$ cat config.mk
export PLATFORM = sky130hd
export DESIGN_NAME = adcfmt_core
export DESIGN_NICKNAME = d
export VERILOG_FILES = /design/src/pkg/adcfmt_pkg.sv /design/src/pkg/adcfmt_enc_if.sv /design/src/hdl/adcfmt_core.sv /design/src/hdl/adcfmt_clk_track.sv
export SDC_FILE = /design/constraint.sdc
export NUM_CORES = 1
export LEC_CHECK = 0
export BUFFER_PORTS_ARGS = -buffer_cell sky130_fd_sc_hd__buf_2
export CAP_MARGIN = 10
export CORE_MARGIN = 2
export CORE_UTILIZATION = 54
export CTS_CLUSTER_SIZE = 8
export DETAILED_ROUTE_END_ITERATION = 16
export HOLD_SLACK_MARGIN = 0.02
export PLACE_DENSITY = 0.75
export RECOVER_POWER = 100
export SYNTH_ARGS = -nofsm -noshare
export SYNTH_HDL_FRONTEND = slang
export SYNTH_HIERARCHICAL = 1
export SYNTH_SLANG_ARGS = --single-unit
$ cat constraint.sdc
create_clock -name pclk -period 3.03 [get_ports pclk]
set_input_delay 0.4545 -clock pclk [delete_from_list [all_inputs] [get_ports pclk]]
set_output_delay 0.4545 -clock pclk [all_outputs]
set_load 0.05 [all_outputs]
$ cat src/pkg/adcfmt_pkg.sv
// adcfmt_pkg: shared constants and types of the encode and output formatter
package adcfmt_pkg;

  // register byte offsets
  localparam logic [7:0] ADDR_CTRL  = 8'h00;
  localparam logic [7:0] ADDR_STAT  = 8'h04;
  localparam logic [7:0] ADDR_ISTAT = 8'h08;
  localparam logic [7:0] ADDR_IMASK = 8'h0C;
  localparam logic [7:0] ADDR_LAST  = 8'h10;

  // control field positions
  localparam int CTRL_FMT_LSB  = 0;
  localparam int CTRL_MODE_LSB = 2;
  localparam int CTRL_OE_BIT   = 4;

  // status field positions
  localparam int STAT_LOCK_BIT = 0;
  localparam int STAT_RUN_BIT  = 1;
  localparam int STAT_DCS_BIT  = 2;
  localparam int STAT_TWOS_BIT = 3;

  // interrupt bit positions
  localparam int IRQ_OVF_BIT  = 0;
  localparam int IRQ_LOCK_BIT = 1;
  localparam int IRQ_STOP_BIT = 2;
  localparam int IRQ_W        = 3;

  // reset values
  localparam logic [1:0]       RST_FMT   = 2'h0;
  localparam logic [1:0]       RST_MODE  = 2'h0;
  localparam logic             RST_OE    = 1'b1;
  localparam logic [IRQ_W-1:0] RST_IMASK = 3'h0;

  // result word layout and extreme codes
  localparam int               DATA_W   = 12;
  localparam logic [DATA_W-1:0] CODE_POS = 12'hFFF;
  localparam logic [DATA_W-1:0] CODE_NEG = 12'h000;

  // timing: pipeline depth, relock count, slowest legal encode period
  localparam int PIPE_DEPTH     = 5;
  localparam int LOCK_CYCLES    = 100;
  localparam int CLK_MHZ        = 40;
  localparam int MIN_RATE_PER_NS = 1000;
  localparam int STOP_CYC       = (MIN_RATE_PER_NS * CLK_MHZ) / 1000;

  // four-level output arrangement select
  typedef enum logic [1:0] {
    MODE_FULL = 2'h0,
    MODE_SIM  = 2'h1,
    MODE_ILV  = 2'h2,
    MODE_LVDS = 2'h3
  } adcfmt_mode_type;

  // encode tracker state, gray along stop, locking, locked
  typedef enum logic [1:0] {
    TRK_STOP  = 2'h0,
    TRK_LOCKG = 2'h1,
    TRK_LOCKD = 2'h3
  } adcfmt_trk_type;

endpackage : adcfmt_pkg

$ cat src/pkg/adcfmt_enc_if.sv
// adcfmt_enc_if: encode tracker to formatter core signals
interface adcfmt_enc_if;
  logic tick;     // one pclk pulse per encode rising edge
  logic iclk;     // internal encode clock level
  logic locked;   // stabilizer locked, or clock running with the stabilizer off
  logic stopped;  // encode clock seen stopped
  logic lock_evt; // pulse on entering lock
  logic stop_evt; // pulse on detecting a stop
  logic dcs_en;   // duty-cycle stabilizer enabled

  modport trk (
    input  dcs_en,
    output tick,
    output iclk,
    output locked,
    output stopped,
    output lock_evt,
    output stop_evt
  );

  modport core (
    output dcs_en,
    input  tick,
    input  iclk,
    input  locked,
    input  stopped,
    input  lock_evt,
    input  stop_evt
  );
endinterface : adcfmt_enc_if

$ cat src/hdl/adcfmt_core.sv
// adcfmt_core: pipeline, code format, output arrangement and apb registers
//
// Function
// encode source stays at or below 210 Msps
// without stabilizer, each phase at least 2.79 ns
// encode source stays at or above 1 Msps
// stabilizer uses rising edge, makes own falling
// stabilizer holds internal clock at 50 percent
// relock takes one hundred encode cycles
// stabilizer on at format levels one and two
// offset binary: midscale 800, full scale FFF
// twos complement: offset binary with msb inverted
// out of range raises flag, clamps code
// four-level select picks output arrangement
// demux: two half-rate buses, interleaved or together
// full rate: every result on bus a
// result appears five encode cycles after sample
// format levels zero, one binary; two, three complement
// bus a data changes just after its clock rises; not the first interleaved word after full rate with the internal clock high
// each bus has its own overflow flag
// interleaved mode starts on bus a
//
// Chosen here: the address map and the APB register port.
module adcfmt_core #(
  parameter int PIPE = adcfmt_pkg::PIPE_DEPTH
) (
  input  wire logic        pclk,
  input  wire logic        presetn,
  input  wire logic        psel,
  input  wire logic        penable,
  input  wire logic        pwrite,
  input  wire logic [7:0]  paddr,
  input  wire logic [31:0] pwdata,
  output logic      [31:0] prdata,
  output logic             pready,
  output logic             pslverr,
  input  wire logic        encode_clock_positive,
  input  wire logic [11:0] sample_code,
  input  wire logic        sample_over,
  input  wire logic        sample_under,
  output logic      [11:0] result_data_bits_a,
  output logic      [11:0] result_data_bits_b,
  output logic             bus_a_overflow_flag,
  output logic             bus_b_overflow_flag,
  output logic             bus_a_output_clock,
  output logic             bus_b_output_clock,
  output logic             result_oe,
  output logic             irq
);

  localparam int DW = adcfmt_pkg::DATA_W;
  localparam int IW = adcfmt_pkg::IRQ_W;

  typedef struct packed {
    logic [1:0]                fmt;
    adcfmt_pkg::adcfmt_mode_type mode;
    logic                      oe;
    logic [IW-1:0]             imask;
    logic [IW-1:0]             istat;
    logic [31:0]               prdata;
    logic                      pready;
    logic                      pslverr;
    logic [PIPE-1:0][DW+1:0]   pipe;   // {over, under, code} per stage
    logic                      phase;  // 0: next word for bus a
    logic [DW:0]               hold;   // {of, code} held for bus a
    logic [DW:0]               pend_a;
    logic [DW:0]               pend_b;
    logic                      commit_a;
    logic                      commit_b;
    logic                      clk_a;
    logic                      clk_b;
    logic [DW-1:0]             dat_a;
    logic [DW-1:0]             dat_b;
    logic                      of_a;
    logic                      of_b;
    logic [DW:0]               last;
    logic                      irq;
  } adcfmt_core_type;

  adcfmt_core_type q_r;
  adcfmt_core_type q_nxt;
  adcfmt_enc_if    enc ();

  logic          acc;
  logic          wr;
  logic          rd;
  logic [DW:0]   word;
  logic [IW-1:0] evt;
  logic          twos;
  logic          demux;

  if (PIPE < 2 || PIPE > 16) begin : g_chk
    $error("adcfmt_core: pipeline depth out of range");
  end

  // encode pin sampling and duty-cycle stabilizer
  adcfmt_clk_track #(
    .CNT_W (16)
  ) u_track (
    .pclk    (pclk),
    .presetn (presetn),
    .enc_pin (encode_clock_positive),
    .enc     (enc)
  );

  // stabilizer only at the two middle levels of the format select
  assign enc.dcs_en = (q_r.fmt == 2'h1) || (q_r.fmt == 2'h2);

  // clamp an out-of-range sample and apply the selected code format
  function automatic logic [DW:0] fmt_word(
    input logic [DW+1:0] raw,
    input logic          to_twos
  );
    logic [DW-1:0] code;
    logic          ovf;
    ovf  = raw[DW+1] | raw[DW];
    code = raw[DW-1:0];
    if (raw[DW+1]) begin
      code = adcfmt_pkg::CODE_POS;
    end else if (raw[DW]) begin
      code = adcfmt_pkg::CODE_NEG;
    end
    if (to_twos) begin
      code[DW-1] = ~code[DW-1];
    end
    return {ovf, code};
  endfunction : fmt_word

  // next state of bus slave, pipeline, output buses and interrupts
  always_comb begin
    q_nxt    = q_r;
    twos     = q_r.fmt[1];
    demux    = (q_r.mode == adcfmt_pkg::MODE_SIM) ||
               (q_r.mode == adcfmt_pkg::MODE_ILV);
    word     = fmt_word(q_r.pipe[PIPE-1], twos);
    evt      = '0;
    acc      = psel & penable & q_r.pready;
    wr       = acc & pwrite;
    rd       = psel & penable & ~q_r.pready & ~pwrite;

    // apb: one wait state, then a one-cycle ready
    q_nxt.pready  = psel & penable & ~q_r.pready;
    q_nxt.pslverr = 1'b0;
    if (psel & penable & ~q_r.pready) begin
      unique case (paddr)
        adcfmt_pkg::ADDR_CTRL, adcfmt_pkg::ADDR_STAT,
        adcfmt_pkg::ADDR_ISTAT, adcfmt_pkg::ADDR_IMASK,
        adcfmt_pkg::ADDR_LAST: q_nxt.pslverr = 1'b0;
        default:               q_nxt.pslverr = 1'b1;
      endcase
    end
    q_nxt.prdata = '0;
    if (rd) begin
      unique case (paddr)
        adcfmt_pkg::ADDR_CTRL: begin
          q_nxt.prdata[adcfmt_pkg::CTRL_FMT_LSB +: 2]  = q_r.fmt;
          q_nxt.prdata[adcfmt_pkg::CTRL_MODE_LSB +: 2] = q_r.mode;
          q_nxt.prdata[adcfmt_pkg::CTRL_OE_BIT]        = q_r.oe;
        end
        adcfmt_pkg::ADDR_STAT: begin
          q_nxt.prdata[adcfmt_pkg::STAT_LOCK_BIT] = enc.locked;
          q_nxt.prdata[adcfmt_pkg::STAT_RUN_BIT]  = ~enc.stopped;
          q_nxt.prdata[adcfmt_pkg::STAT_DCS_BIT]  = enc.dcs_en;
          q_nxt.prdata[adcfmt_pkg::STAT_TWOS_BIT] = twos;
        end
        adcfmt_pkg::ADDR_ISTAT: q_nxt.prdata[IW-1:0] = q_r.istat;
        adcfmt_pkg::ADDR_IMASK: q_nxt.prdata[IW-1:0] = q_r.imask;
        adcfmt_pkg::ADDR_LAST:  q_nxt.prdata[DW:0]   = q_r.last;
        default:                q_nxt.prdata         = '0;
      endcase
    end
    if (wr && paddr == adcfmt_pkg::ADDR_CTRL) begin
      q_nxt.fmt   = pwdata[adcfmt_pkg::CTRL_FMT_LSB +: 2];
      q_nxt.mode  = adcfmt_pkg::adcfmt_mode_type'(
                      pwdata[adcfmt_pkg::CTRL_MODE_LSB +: 2]);
      q_nxt.oe    = pwdata[adcfmt_pkg::CTRL_OE_BIT];
      q_nxt.phase = 1'b0;
    end
    if (wr && paddr == adcfmt_pkg::ADDR_IMASK) begin
      q_nxt.imask = pwdata[IW-1:0];
    end

    // commit pending words one cycle after bus a clock rose, or bus b clock in interleaved mode
    q_nxt.commit_a = 1'b0;
    q_nxt.commit_b = 1'b0;
    if (q_r.commit_a) begin
      q_nxt.dat_a = q_r.pend_a[DW-1:0];
      q_nxt.of_a  = q_r.pend_a[DW];
    end
    if (q_r.commit_b) begin
      q_nxt.dat_b = q_r.pend_b[DW-1:0];
      q_nxt.of_b  = q_r.pend_b[DW];
    end

    // each encode tick: emit the oldest stage, shift in a new sample
    if (enc.tick) begin
      q_nxt.pipe = {q_r.pipe[PIPE-2:0],
                    {sample_over, sample_under, sample_code}};
      q_nxt.last = word;
      evt[adcfmt_pkg::IRQ_OVF_BIT] = word[DW];
      unique case (q_r.mode)
        adcfmt_pkg::MODE_FULL, adcfmt_pkg::MODE_LVDS: begin
          q_nxt.pend_a   = word;
          q_nxt.commit_a = 1'b1;
        end
        adcfmt_pkg::MODE_ILV: begin
          q_nxt.phase = ~q_r.phase;
          if (!q_r.phase) begin
            q_nxt.pend_a   = word;
            q_nxt.commit_a = 1'b1;
            q_nxt.clk_a    = 1'b1;
          end else begin
            q_nxt.pend_b   = word;
            q_nxt.commit_b = 1'b1;
            q_nxt.clk_a    = 1'b0;
          end
        end
        adcfmt_pkg::MODE_SIM: begin
          q_nxt.phase = ~q_r.phase;
          if (!q_r.phase) begin
            q_nxt.hold  = word;
            q_nxt.clk_a = 1'b0;
          end else begin
            q_nxt.pend_a   = q_r.hold;
            q_nxt.pend_b   = word;
            q_nxt.commit_a = 1'b1;
            q_nxt.commit_b = 1'b1;
            q_nxt.clk_a    = 1'b1;
          end
        end
      endcase
    end

    // a control write drops a word in flight and, from a demux arrangement, lowers bus a clock,
    // so the first commit in a new arrangement follows a fresh rise, except full rate into interleaved mode with the internal clock high
    if (wr && paddr == adcfmt_pkg::ADDR_CTRL) begin
      q_nxt.phase    = 1'b0;
      q_nxt.clk_a    = 1'b0;
      q_nxt.commit_a = 1'b0;
      q_nxt.commit_b = 1'b0;
    end

    // full rate follows the internal clock; b clock opposes a in demux
    if (!demux) begin
      q_nxt.clk_a = enc.iclk;
      q_nxt.clk_b = 1'b0;
      q_nxt.dat_b = '0;
      q_nxt.of_b  = 1'b0;
    end else begin
      q_nxt.clk_b = ~q_nxt.clk_a;
    end

    // a stopped clock or disabled outputs restart demux on bus a
    if (enc.stopped || !q_r.oe) begin
      q_nxt.phase = 1'b0;
      q_nxt.clk_a = 1'b0;
      q_nxt.clk_b = 1'b0;
    end

    // disabled outputs hold words and flags low from the register
    if (!q_r.oe) begin
      q_nxt.dat_a = '0;
      q_nxt.dat_b = '0;
      q_nxt.of_a  = 1'b0;
      q_nxt.of_b  = 1'b0;
    end

    // sticky interrupt status: a new event wins over a clear
    evt[adcfmt_pkg::IRQ_LOCK_BIT] = enc.lock_evt;
    evt[adcfmt_pkg::IRQ_STOP_BIT] = enc.stop_evt;
    if (wr && paddr == adcfmt_pkg::ADDR_ISTAT) begin
      q_nxt.istat = q_r.istat & ~pwdata[IW-1:0];
    end
    q_nxt.istat = q_nxt.istat | evt;
    q_nxt.irq   = |(q_nxt.istat & q_nxt.imask);
  end

  // state register
  always_ff @(posedge pclk or negedge presetn) begin
    if (!presetn) begin
      q_r       <= '0;
      q_r.fmt   <= adcfmt_pkg::RST_FMT;
      q_r.mode  <= adcfmt_pkg::adcfmt_mode_type'(adcfmt_pkg::RST_MODE);
      q_r.oe    <= adcfmt_pkg::RST_OE;
      q_r.imask <= adcfmt_pkg::RST_IMASK;
    end else begin
      q_r <= q_nxt;
    end
  end

  // all outputs come straight from the state register
  assign prdata              = q_r.prdata;
  assign pready              = q_r.pready;
  assign pslverr             = q_r.pslverr;
  assign result_data_bits_a  = q_r.dat_a;
  assign result_data_bits_b  = q_r.dat_b;
  assign bus_a_overflow_flag = q_r.of_a;
  assign bus_b_overflow_flag = q_r.of_b;
  assign bus_a_output_clock  = q_r.clk_a;
  assign bus_b_output_clock  = q_r.clk_b;
  assign result_oe           = q_r.oe;
  assign irq                 = q_r.irq;

endmodule : adcfmt_core

$ cat src/hdl/adcfmt_clk_track.sv
// adcfmt_clk_track: encode pin sampling, edge finding and duty stabilizer
module adcfmt_clk_track #(
  parameter int CNT_W = 16
) (
  input  wire logic   pclk,
  input  wire logic   presetn,
  input  wire logic   enc_pin,
  adcfmt_enc_if.trk   enc
);

  typedef struct packed {
    logic [2:0]             sync;
    logic                   lvl;
    adcfmt_pkg::adcfmt_trk_type st;
    logic [CNT_W-1:0]       cnt;
    logic [CNT_W-1:0]       period;
    logic [6:0]             locks;
    logic                   iclk;
    logic                   tick;
    logic                   lock_evt;
    logic                   stop_evt;
  } adcfmt_trkst_type;

  adcfmt_trkst_type q_r;
  adcfmt_trkst_type q_nxt;
  logic             rise;

  if (adcfmt_pkg::LOCK_CYCLES > 127 ||
      adcfmt_pkg::STOP_CYC >= (1 << CNT_W) - 1) begin : g_chk
    $error("adcfmt_clk_track: counter widths too small");
  end

  // next state: sync, filtered level, period, lock and internal clock
  always_comb begin
    q_nxt          = q_r;
    rise           = 1'b0;
    q_nxt.sync     = {q_r.sync[1:0], enc_pin};
    q_nxt.tick     = 1'b0;
    q_nxt.lock_evt = 1'b0;
    q_nxt.stop_evt = 1'b0;
    if (q_r.sync[1] == q_r.sync[2]) begin
      q_nxt.lvl = q_r.sync[2];
    end
    rise = q_nxt.lvl & ~q_r.lvl;
    if (rise) begin
      q_nxt.period = q_r.cnt + 1'b1; // pclk cycles per encode cycle
      q_nxt.cnt    = '0;
      q_nxt.tick   = 1'b1;
    end else if (q_r.cnt != {CNT_W{1'b1}}) begin
      q_nxt.cnt = q_r.cnt + 1'b1;
    end
    // only the rising edge counts, falling edge made at half period
    if (enc.dcs_en) begin
      if (rise) begin
        q_nxt.iclk = 1'b1;
      end else if (q_nxt.cnt >= {1'b0, q_r.period[CNT_W-1:1]}) begin
        q_nxt.iclk = 1'b0;
      end
    end else begin
      q_nxt.iclk = q_nxt.lvl;
    end
    // lock tracking: relock needs a full run of encode cycles
    unique case (q_r.st)
      adcfmt_pkg::TRK_STOP: begin
        if (rise) begin
          q_nxt.st    = adcfmt_pkg::TRK_LOCKG;
          q_nxt.locks = '0;
        end
      end
      adcfmt_pkg::TRK_LOCKG: begin
        if (rise) begin
          q_nxt.locks = q_r.locks + 1'b1;
          if (q_r.locks == 7'(adcfmt_pkg::LOCK_CYCLES - 1)) begin
            q_nxt.st       = adcfmt_pkg::TRK_LOCKD;
            q_nxt.lock_evt = 1'b1;
          end
        end
      end
      adcfmt_pkg::TRK_LOCKD: begin
      end
    endcase
    // no edge for longer than the slowest legal rate means stopped
    if (q_r.st != adcfmt_pkg::TRK_STOP &&
        q_r.cnt == CNT_W'(adcfmt_pkg::STOP_CYC)) begin
      q_nxt.st       = adcfmt_pkg::TRK_STOP;
      q_nxt.stop_evt = 1'b1;
      q_nxt.iclk     = 1'b0;
    end
  end

  // state register
  always_ff @(posedge pclk or negedge presetn) begin
    if (!presetn) begin
      q_r <= '0;
    end else begin
      q_r <= q_nxt;
    end
  end

  // outputs to the core
  assign enc.tick     = q_r.tick;
  assign enc.iclk     = q_r.iclk;
  assign enc.locked   = (q_r.st == adcfmt_pkg::TRK_LOCKD) ||
                        (!enc.dcs_en && q_r.st != adcfmt_pkg::TRK_STOP);
  assign enc.stopped  = (q_r.st == adcfmt_pkg::TRK_STOP);
  assign enc.lock_evt = q_r.lock_evt;
  assign enc.stop_evt = q_r.stop_evt;

endmodule : adcfmt_clk_track

==> results.rst, run 1 <==
.. list-table::
   :header-rows: 1

   * - Metric
     - Value
   * - Simple-gate share of the synthesized area
     - 11.1%
   * - Dominant combinational cell family by area after synthesis
     - multiplexers
   * - Routed via count divided by cell count
     - 5.37
   * - Number of flops mapped to enable cells by yosys
     - 0
   * - Final count of pins violating max slew
     - 64
   * - Post-Place Worst Slack
     - 0.136 ns
   * - Number of antenna-violating nets in the routed design
     - 0
   * - Most common library cell in the layout ignoring fill and taps
     - sky130_fd_sc_hd__dfrtp_1
   * - Number of H-tree branching levels
     - 2
   * - HPWL after DPL
     - 12.7 mm
   * - GR Util All Layers
     - 20.0%
   * - Count of yosys warnings during synthesis
     - 6
   * - RSZ-0062 raised after global routing
     - no
   * - Share of layout cells above drive strength 1
     - 16.9%
   * - Max cap viols
     - 1
   * - Crit path max-delay cell type
     - sky130_fd_sc_hd__dfrtp_1
   * - Post-detailed-placement cell area
     - roughly 0.011 mm^2
   * - Compound-gate portion of the synthesized area
     - a little under 9%
   * - Detailed Routing Iterations Pass 1
     - 5
   * - Number of failing hold endpoints at the final stage
     - 0
   * - Routability congestion estimate
     - 0.838
   * - Clock tree from TritonCTS
     - built
   * - Post-Synth XOR/XNOR Area
     - 1.82%
   * - Gate Count Post-Synth
     - 905
   * - Standard cell core area
     - about 0.019 mm^2
   * - Number of nets in the layout
     - 1046
   * - GRT Residual Overflow
     - 0
   * - Clk buf depth
     - 3
   * - Placed instance count
     - around 1200
   * - Final worst setup slack
     - between 0.2 and 0.25 ns
   * - Slew Limit Headroom
     - -0.719%
   * - Tcrit/Tclk final
     - 92.6%
   * - Worst slew pin tran
     - 1.51 ns
   * - Leakage Power
     - 5.07 nW
   * - Kind of end point of the critical path
     - register
   * - Number of buffers added by the clock tree synthesis step
     - 34
   * - Number of global-route vias before repair
     - 6551
   * - Routed wire per std cell
     - 15.9 um
   * - Worst-path clk slew
     - ~0.05 ns
   * - Classification of the worst setup path
     - reg2reg
   * - IO Pins
     - roughly 120
   * - Total standard cell area after synthesis
     - 0.0101 mm^2
   * - Area enclosed by the die boundary
     - 0.0198 mm^2
   * - Flip-flop cell with the highest count after synthesis
     - sky130_fd_sc_hd__dfrtp_1
   * - Sum of negative setup slack
     - 0 ns
   * - Post-synth ARST share
     - between 90% and 100%
   * - Mux contribution to synthesized area
     - 12.1%
   * - Post-Syn Area per Cell
     - about 11 um^2
   * - Proportion of synthesized chip area in sequential cells
     - 56.5%
   * - Post-route cell area
     - 0.0113 mm^2
   * - Cells traversed along the worst timing path
     - clkbuf_1, nand3_1, or2_4, nor3_2, xnor2_1, a21oi_1, ha_1, a211oi_2, o211ai_1, a211oi_1, a21oi_1, a211oi_1
   * - Adder and majority gate portion of the synthesized area
     - 2.58%
   * - Initial standard-cell utilization of the core
     - between 50 and 60%
   * - DIE HEIGHT
     - 141 um
   * - Worst skew pair latency
     - 0.51 ns
   * - Non-filler instance count after layout
     - between 1000 and 1500
   * - Critical path data arrival time
     - 3.22 ns
   * - Area growth, synth to finish
     - 12.0%
   * - Clock period minus final worst setup slack
     - between 2 and 3 ns
   * - Data required, critical path
     - about 3.4 ns
   * - Via count
     - 6479
   * - Maximum VDD drop
     - 0.000343 V
   * - Diodes inserted
     - 0
   * - PortBufs
     - 77
   * - DRC violations left
     - 0
   * - Die boundary width
     - 141 um
   * - Maximum number of pins on one net before global-route repair
     - 90
   * - Fmax achieved
     - between 300 and 400 MHz
   * - Distinct cells, synth
     - just over 60
   * - Max Fanout on Critical Path
     - 4
   * - Power per cell area
     - 807 mW/mm^2
   * - Violations in the final reports
     - capacitance limit, slew limit
   * - First DRT Iteration DRCs
     - approximately 400
   * - Global-route wire length before repair
     - 32.5 mm
   * - Total of endpoints with negative setup slack in the final report
     - 0
   * - Antenna violations before repair
     - 0
   * - Total Routed Length
     - 19.2 mm
   * - Type of the most critical hold path
     - in2reg
   * - Floorplan row count
     - 50
   * - Post-route clock skew
     - ~0.021 ns
   * - Critical path's largest stage delay
     - 0.34 ns
   * - Count of state elements after synthesis
     - approximately 230
   * - Root buffer cell
     - sky130_fd_sc_hd__clkbuf_16
   * - Fillers
     - 1482
   * - CP startpoint kind
     - register
   * - Most frequent cells in the layout
     - 225 x sky130_fd_sc_hd__dfrtp_1, 80 x sky130_fd_sc_hd__nand2_1, 74 x sky130_fd_sc_hd__o21ai_0
   * - Clock Sinks
     - 228
   * - Outcome
     - finished with violations
-- final timing paths --
check | start | end | slack, ns | depth (start not counted)
setup / recovery | u_track/q_r[27] | u_track/enc.iclk | 0.22 | 12
hold / removal | encode_clock_positive | u_track/q_nxt[47] | 0.06 | 1
setup reg to reg | u_track/q_r[27] | u_track/enc.iclk | 0.22 | 12
hold reg to reg | u_track/q_nxt[47] | u_track/q_nxt[48] | 0.36 | 0
max in group asynchronous | presetn | q_r[97] | 0.61 | 3
min in group asynchronous | presetn | prdata[6] | 0.55 | 2
-- area by class of cell --
cell class	count	area, um^2	share of cell area, %
multi-input cells	562	3740	33.1
well taps	234	293	2.59
flip-flops and latches	228	5710	50.5
clock buffers	39	870	7.68
clock inverters	4	86.3	0.763
inverters	37	139	1.23
repair buffers	103	477	4.21
-- cell families (layout without fill, tap and decap cells) --
| kind of cell | Yosys count | in the layout |
|---|---|---|
| buf+inv | 133 | 183 |
| compound gates | 163 | 163 |
| flops | 228 | 228 |
| mux | 112 | 112 |
| fa+ha+maj | 21 | 21 |
| other cells | 1 | 19 |
| simple gates | 226 | 226 |
| xor+xnor | 21 | 21 |
-- stage by stage --
step,power [W],util [%],hold WS (ns)
floorplan,0.00523,-,0.159
global placement,0.00566,56.8,0.334
detailed placement,0.00576,56.8,0.359
CTS,0.00922,62.0,0.0564
global route,0.00965,61.1,0.0588
finish,0.00914,61.1,0.0637
-- worst max-delay path, delay by kind of cell (launching register included) --
kind | cells | cell delay (ns)
AND/OR/NAND/NOR | 3 | 0.58
flip-flops | 1 | 0.34
adder cells (fa/ha/maj) | 1 | 0.33
buffers and inverters | 1 | 0.18
XOR/XNOR | 1 | 0.20
AO/OA/AOI/OAI | 6 | 1.07
-- cell usage after synthesis (all sizes together), types with 2 or more instances --
| library cell | instances | area share (%) |
|---|---|---|
| a211oi | 4 | 0.30 |
| a21o | 3 | 0.22 |
| a21oi | 56 | 2.8 |
| a22oi | 4 | 0.30 |
| a31oi | 3 | 0.19 |
| and2 | 12 | 0.74 |
| and3 | 2 | 0.12 |
| and4 | 2 | 0.17 |
| buf | 67 | 4.6 |
| clkbuf | 29 | 1.1 |
| dfrtp | 227 | 56 |
| ha | 20 | 2.5 |
| inv | 36 | 1.3 |
| mux2 | 75 | 8.4 |
| mux2i | 37 | 3.7 |
| nand2 | 81 | 3.0 |
| nand2b | 3 | 0.19 |
| nand3 | 10 | 0.50 |
| nand4 | 8 | 0.68 |
| nor2 | 61 | 2.3 |
| nor2b | 17 | 1.1 |
| nor3 | 10 | 0.59 |
| nor3b | 3 | 0.22 |
| nor4 | 6 | 0.58 |
| nor4b | 3 | 0.26 |
| o211ai | 3 | 0.22 |
| o21ai | 76 | 3.8 |
| o22ai | 4 | 0.25 |
| xnor2 | 11 | 0.95 |
| xor2 | 10 | 0.87 |
-- routing by layer --
layer | part of all wire, % | up-vias | track usage [%]
met3 | 4.0 | 47 | 3.46
met1 | 46 | 3150 | 27.4
met2 | 48 | 145 | 31.9
met5 | 0 | - | 0
li1 | - | 3137 | -
met4 | 2.9 | 0 | 8.42
-- registers in the layout (all words and copies together), names as in the netlist --
signal and flops:
bus_a_output_clock 1, bus_a_overflow_flag 1, bus_b_output_clock 1, bus_b_overflow_flag 1
irq 1, prdata 13, pready 1, pslverr 1
q_r 135, result_data_bits_a 12, result_data_bits_b 12, result_oe 1
u_track/enc.iclk 1, u_track/enc.lock_evt 1, u_track/enc.stop_evt 1, u_track/enc.tick 1
u_track/q_nxt 2, u_track/q_r 42
-- power by group --
part           total, W  internal (W)  switching (W)
clock network   0.00340       0.00211        0.00129
logic           0.00157      0.000712       0.000859
registers       0.00416       0.00372       0.000441
total           0.00914       0.00655        0.00259
-- timing repair --
| item | 4_1_cts | 5_1_grt |
|---|---|---|
| hold buffers | 1 | 0 |
| setup endpoints to repair | 0 | 1 |
| buffers inserted | 0 | 0 |
| endpoints found under the hold margin | 85 | 0 |
| gates resized for setup | 0 | 6 |
No activity file was read; power rests on OpenSTA's default activity.
==> run 2: changes to the inputs <==
--- a/config.mk
+++ b/config.mk
@@ -7,6 +7,7 @@
 export LEC_CHECK = 0
 export BUFFER_PORTS_ARGS = -buffer_cell sky130_fd_sc_hd__buf_2
 export CAP_MARGIN = 10
+export CORE_ASPECT_RATIO = 0.5
 export CORE_MARGIN = 2
 export CORE_UTILIZATION = 54
 export CTS_CLUSTER_SIZE = 8
==> run 2 against run 1 <==
The run now ends clean. Sequential power hardly changed. Clock power hardly changed. Power rose by 0.96%. Combinational power rose by 3%. Cell area is 0.30% lower. Via count rose by 1.5%. Wire length rose by 2.2%. Core utilization grew 0.38 points. Largest cell class unchanged. Die area up 0.34%. Global-route usage is 0.74 points higher.
==> results.rst, run 2 (same netlist as run 1, synthesis figures left out) <==
.. list-table::
   :header-rows: 1

   * - Metric
     - Value
   * - Outcome
     - finished, final reports clean
   * - Area enclosed by the die boundary
     - 0.0199 mm^2 (+0.34%)
   * - First DRT Iteration DRCs
     - 391 (-4.2%)
   * - Reg power frac
     - 45.2% (-0.4 points)
   * - Number of failing hold endpoints at the final stage
     - 0 (unchanged)
   * - PortBufs
     - 77 (unchanged)
   * - Post-CTS setup buffers
     - 0 (unchanged)
   * - Area growth, synth to finish
     - 11.7%
   * - CP startpoint kind
     - register
   * - Routability congestion estimate
     - 0.872 (+4.1%)
   * - Number of antenna-violating nets in the routed design
     - 0 (unchanged)
   * - Classification of the worst setup path
     - reg2reg
   * - Global-route wire length before repair
     - 32.9 mm (+1.3%)
   * - Fmax achieved
     - 360 MHz (+1.1%)
   * - Final count of pins violating max slew
     - 0 (-100%)
   * - Max Fanout on Critical Path
     - 5 (+1)
   * - Total Routed Length
     - 19.7 mm (+2.2%)
   * - Portion of total power attributed to the clock network
     - 37.2% (about the same)
   * - Worst skew pair latency
     - 0.49 ns (-0.02 ns)
   * - Leakage Power
     - 5.05 nW (-0.37%)
   * - Multi-input logic area
     - 0.00373 mm^2 (-0.30%)
   * - Routed via count divided by cell count
     - 5.45 (+1.4%)
   * - IO Pins
     - 124 (unchanged)
   * - Cell-internal power
     - 0.00659 W (+0.68%)
   * - Floorplan row count
     - 35 (-30%)
   * - Number of H-tree branching levels
     - 2 (unchanged)
   * - Post-route clock skew
     - 0.0280 ns (+0.00706 ns)
   * - Number of nets in the layout
     - 1038 (-0.76%)
   * - Diodes inserted
     - 0 (unchanged)
   * - Maximum number of pins on one net before global-route repair
     - 90 (unchanged)
   * - Register cell area after layout
     - 0.00571 mm^2 (about the same)
   * - Type of the most critical hold path
     - in2reg
   * - Critical path data arrival time
     - 3.17 ns (-0.05 ns)
   * - Total of endpoints with negative setup slack in the final report
     - 0 (unchanged)
   * - Number of buffers added by the clock tree synthesis step
     - 34 (unchanged)
   * - Standard cell core area
     - 0.0183 mm^2 (-0.91%)
   * - Most frequent cells in the layout
     - 226 x sky130_fd_sc_hd__dfrtp_1, 80 x sky130_fd_sc_hd__nand2_1, 74 x sky130_fd_sc_hd__mux2_2, 74 x sky130_fd_sc_hd__o21ai_0, 62 x sky130_fd_sc_hd__clkbuf_1
   * - Number of global-route vias before repair
     - 6577 (+0.40%)
   * - Largest Register
     - q_r
   * - Fraction of power consumed by combinational cells
     - 17.6% (+0.4 points)
   * - Initial standard-cell utilization of the core
     - 55.1% (+0.50 points)
   * - Clk buf depth
     - 3 (unchanged)
   * - Power per cell area
     - 817 mW/mm^2 (+1.3%)
   * - Share of layout cells above drive strength 1
     - 16.6% (-0.22 points)
   * - DIE HEIGHT
     - 101 um (-28%)
   * - RSZ-0062 raised after global routing
     - no
   * - Most common library cell in the layout ignoring fill and taps
     - sky130_fd_sc_hd__dfrtp_1
   * - Switching power summed over all nets
     - 0.00263 W (+1.7%)
   * - Slew Limit Headroom
     - 4.36% (+5.1 points)
   * - Clock tree from TritonCTS
     - built
   * - Data required, critical path
     - 3.42 ns (-0.02 ns)
   * - GRT Residual Overflow
     - 0 (unchanged)
   * - Worst-path clk slew
     - 0.05 ns (about the same)
   * - Final worst setup slack
     - 0.254 ns (+0.0313 ns)
   * - Antenna violations before repair
     - 0 (unchanged)
   * - Kind of end point of the critical path
     - register
   * - DRC violations left
     - 0 (unchanged)
   * - Detailed Routing Iterations Pass 1
     - 5 (unchanged)
   * - Clock Sinks
     - 228 (unchanged)
   * - Switching share of total power
     - 28.5% (+0.20 points)
   * - Root buffer cell
     - sky130_fd_sc_hd__clkbuf_16
   * - Sum of negative setup slack
     - 0 ns (unchanged)
   * - Tcrit/Tclk final
     - 91.6% (-1.0 points)
   * - Maximum VDD drop
     - 0.000443 V (+29%)
   * - Post-Place Worst Slack
     - 0.141 ns (+0.00577 ns)
   * - Fillers
     - 1431 (-3.4%)
   * - Max reg flops
     - 135 (unchanged)
   * - Die boundary width
     - 197 um (+40%)
   * - GR Util All Layers
     - 20.8% (+0.74 points)
   * - HPWL after DPL
     - 13.1 mm (+3.5%)
   * - Routed wire per std cell
     - 16.3 um (+2.1%)
   * - Via count
     - 6578 (+1.5%)
   * - Clock period minus final worst setup slack
     - 2.78 ns (-0.0313 ns)
   * - Max cap viols
     - 0 (-1)
   * - Worst slew pin tran
     - 1.43 ns (-0.0761 ns)
-- run 2: changes by cell type in the layout (fill, tap and decap cells not counted), moves of 2 or more --
| cell | before | now |
|---|---|---|
| sky130_fd_sc_hd__nand4_2 | 0 | 2 |
| sky130_fd_sc_hd__and2_0 | 8 | 11 |
| sky130_fd_sc_hd__buf_4 | 7 | 5 |
| sky130_fd_sc_hd__inv_16 | 2 | 0 |
| sky130_fd_sc_hd__and2_1 | 4 | 1 |
| sky130_fd_sc_hd__clkbuf_1 | 64 | 62 |
| sky130_fd_sc_hd__nand4_4 | 2 | 0 |
-- run 2: timing repair --
action	in CTS	in global routing
hold endpoints to repair	23	0
endpoints found under the setup margin	0	1
hold buffers	1	0
gates resized for setup	0	2
-- run 2: final timing paths --
check / startpoint / end / slack, ns / depth (start not counted)
hold reg to reg: u_track/q_nxt[47] / u_track/q_nxt[48] / 0.36 / 0
hold / removal: encode_clock_positive / u_track/q_nxt[47] / 0.08 / 1
min in group asynchronous: presetn / u_track/q_r[43] / 0.55 / 2
setup reg to reg: u_track/q_r[27] / u_track/enc.iclk / 0.25 / 13
setup / recovery: u_track/q_r[27] / u_track/enc.iclk / 0.25 / 13
max in group asynchronous: presetn / result_data_bits_b[3] / 0.72 / 3
-- run 2: critical path, stage by stage, from the launching register on --
cell and delay [ns]:
sky130_fd_sc_hd__dfrtp_1 0.40, sky130_fd_sc_hd__ha_1 0.25, sky130_fd_sc_hd__nand2_1 0.11, sky130_fd_sc_hd__nor2_1 0.16, sky130_fd_sc_hd__buf_4 0.15, sky130_fd_sc_hd__and4_1 0.21, sky130_fd_sc_hd__xnor2_1 0.15, sky130_fd_sc_hd__a21oi_1 0.13
sky130_fd_sc_hd__ha_1 0.31, sky130_fd_sc_hd__a21oi_1 0.14, sky130_fd_sc_hd__o211ai_1 0.12, sky130_fd_sc_hd__a211oi_1 0.21, sky130_fd_sc_hd__a21oi_1 0.14, sky130_fd_sc_hd__a211oi_1 0.22
-- run 2: power groups by stage --
stage | combinational (W) | sequential, W | clock [W]
2_1_floorplan | 0.00121 | 0.00402 | 0
3_3_place_gp | 0.00154 | 0.00416 | 0
3_5_place_dp | 0.00160 | 0.00420 | 0
4_1_cts | 0.00163 | 0.00417 | 0.00350
5_1_grt | 0.00183 | 0.00426 | 0.00363
6_report | 0.00162 | 0.00417 | 0.00343
-- run 2: final cells by class --
cell class	count	area share (%)
Clock buffer	43	8.03
Clock inverter	3	0.554
Inverter	37	1.23
Multi-Input combinational cell	562	33.1
Sequential cell	228	50.6
Tap cell	240	2.66
Timing Repair Buffer	95	3.86
-- run 2: metrics by stage --
stage | instances | util, % | total power (W) | hold slack, ns | area, um^2
3_3_place_gp | 1161 | 57.0 | 0.00570 | 0.343 | 10500
6_report | 1208 | 61.5 | 0.00922 | 0.0807 | 11300
3_5_place_dp | 1161 | 57.0 | 0.00581 | 0.346 | 10500
4_1_cts | 1208 | 62.3 | 0.00930 | 0.0633 | 11400
2_1_floorplan | 923 | - | 0.00523 | 0.159 | 10200
5_1_grt | 1208 | 61.5 | 0.00972 | 0.0618 | 11300
-- run 2: metal layers --
metal | up-vias | wire length, um | global-route usage, %
met1 | 3271 | 9070 | 28.6
met5 | - | 0 | 0
met3 | 34 | 978 | 4.38
met4 | 0 | 406 | 6.13
li1 | 3133 | - | -
met2 | 140 | 9210 | 33.6
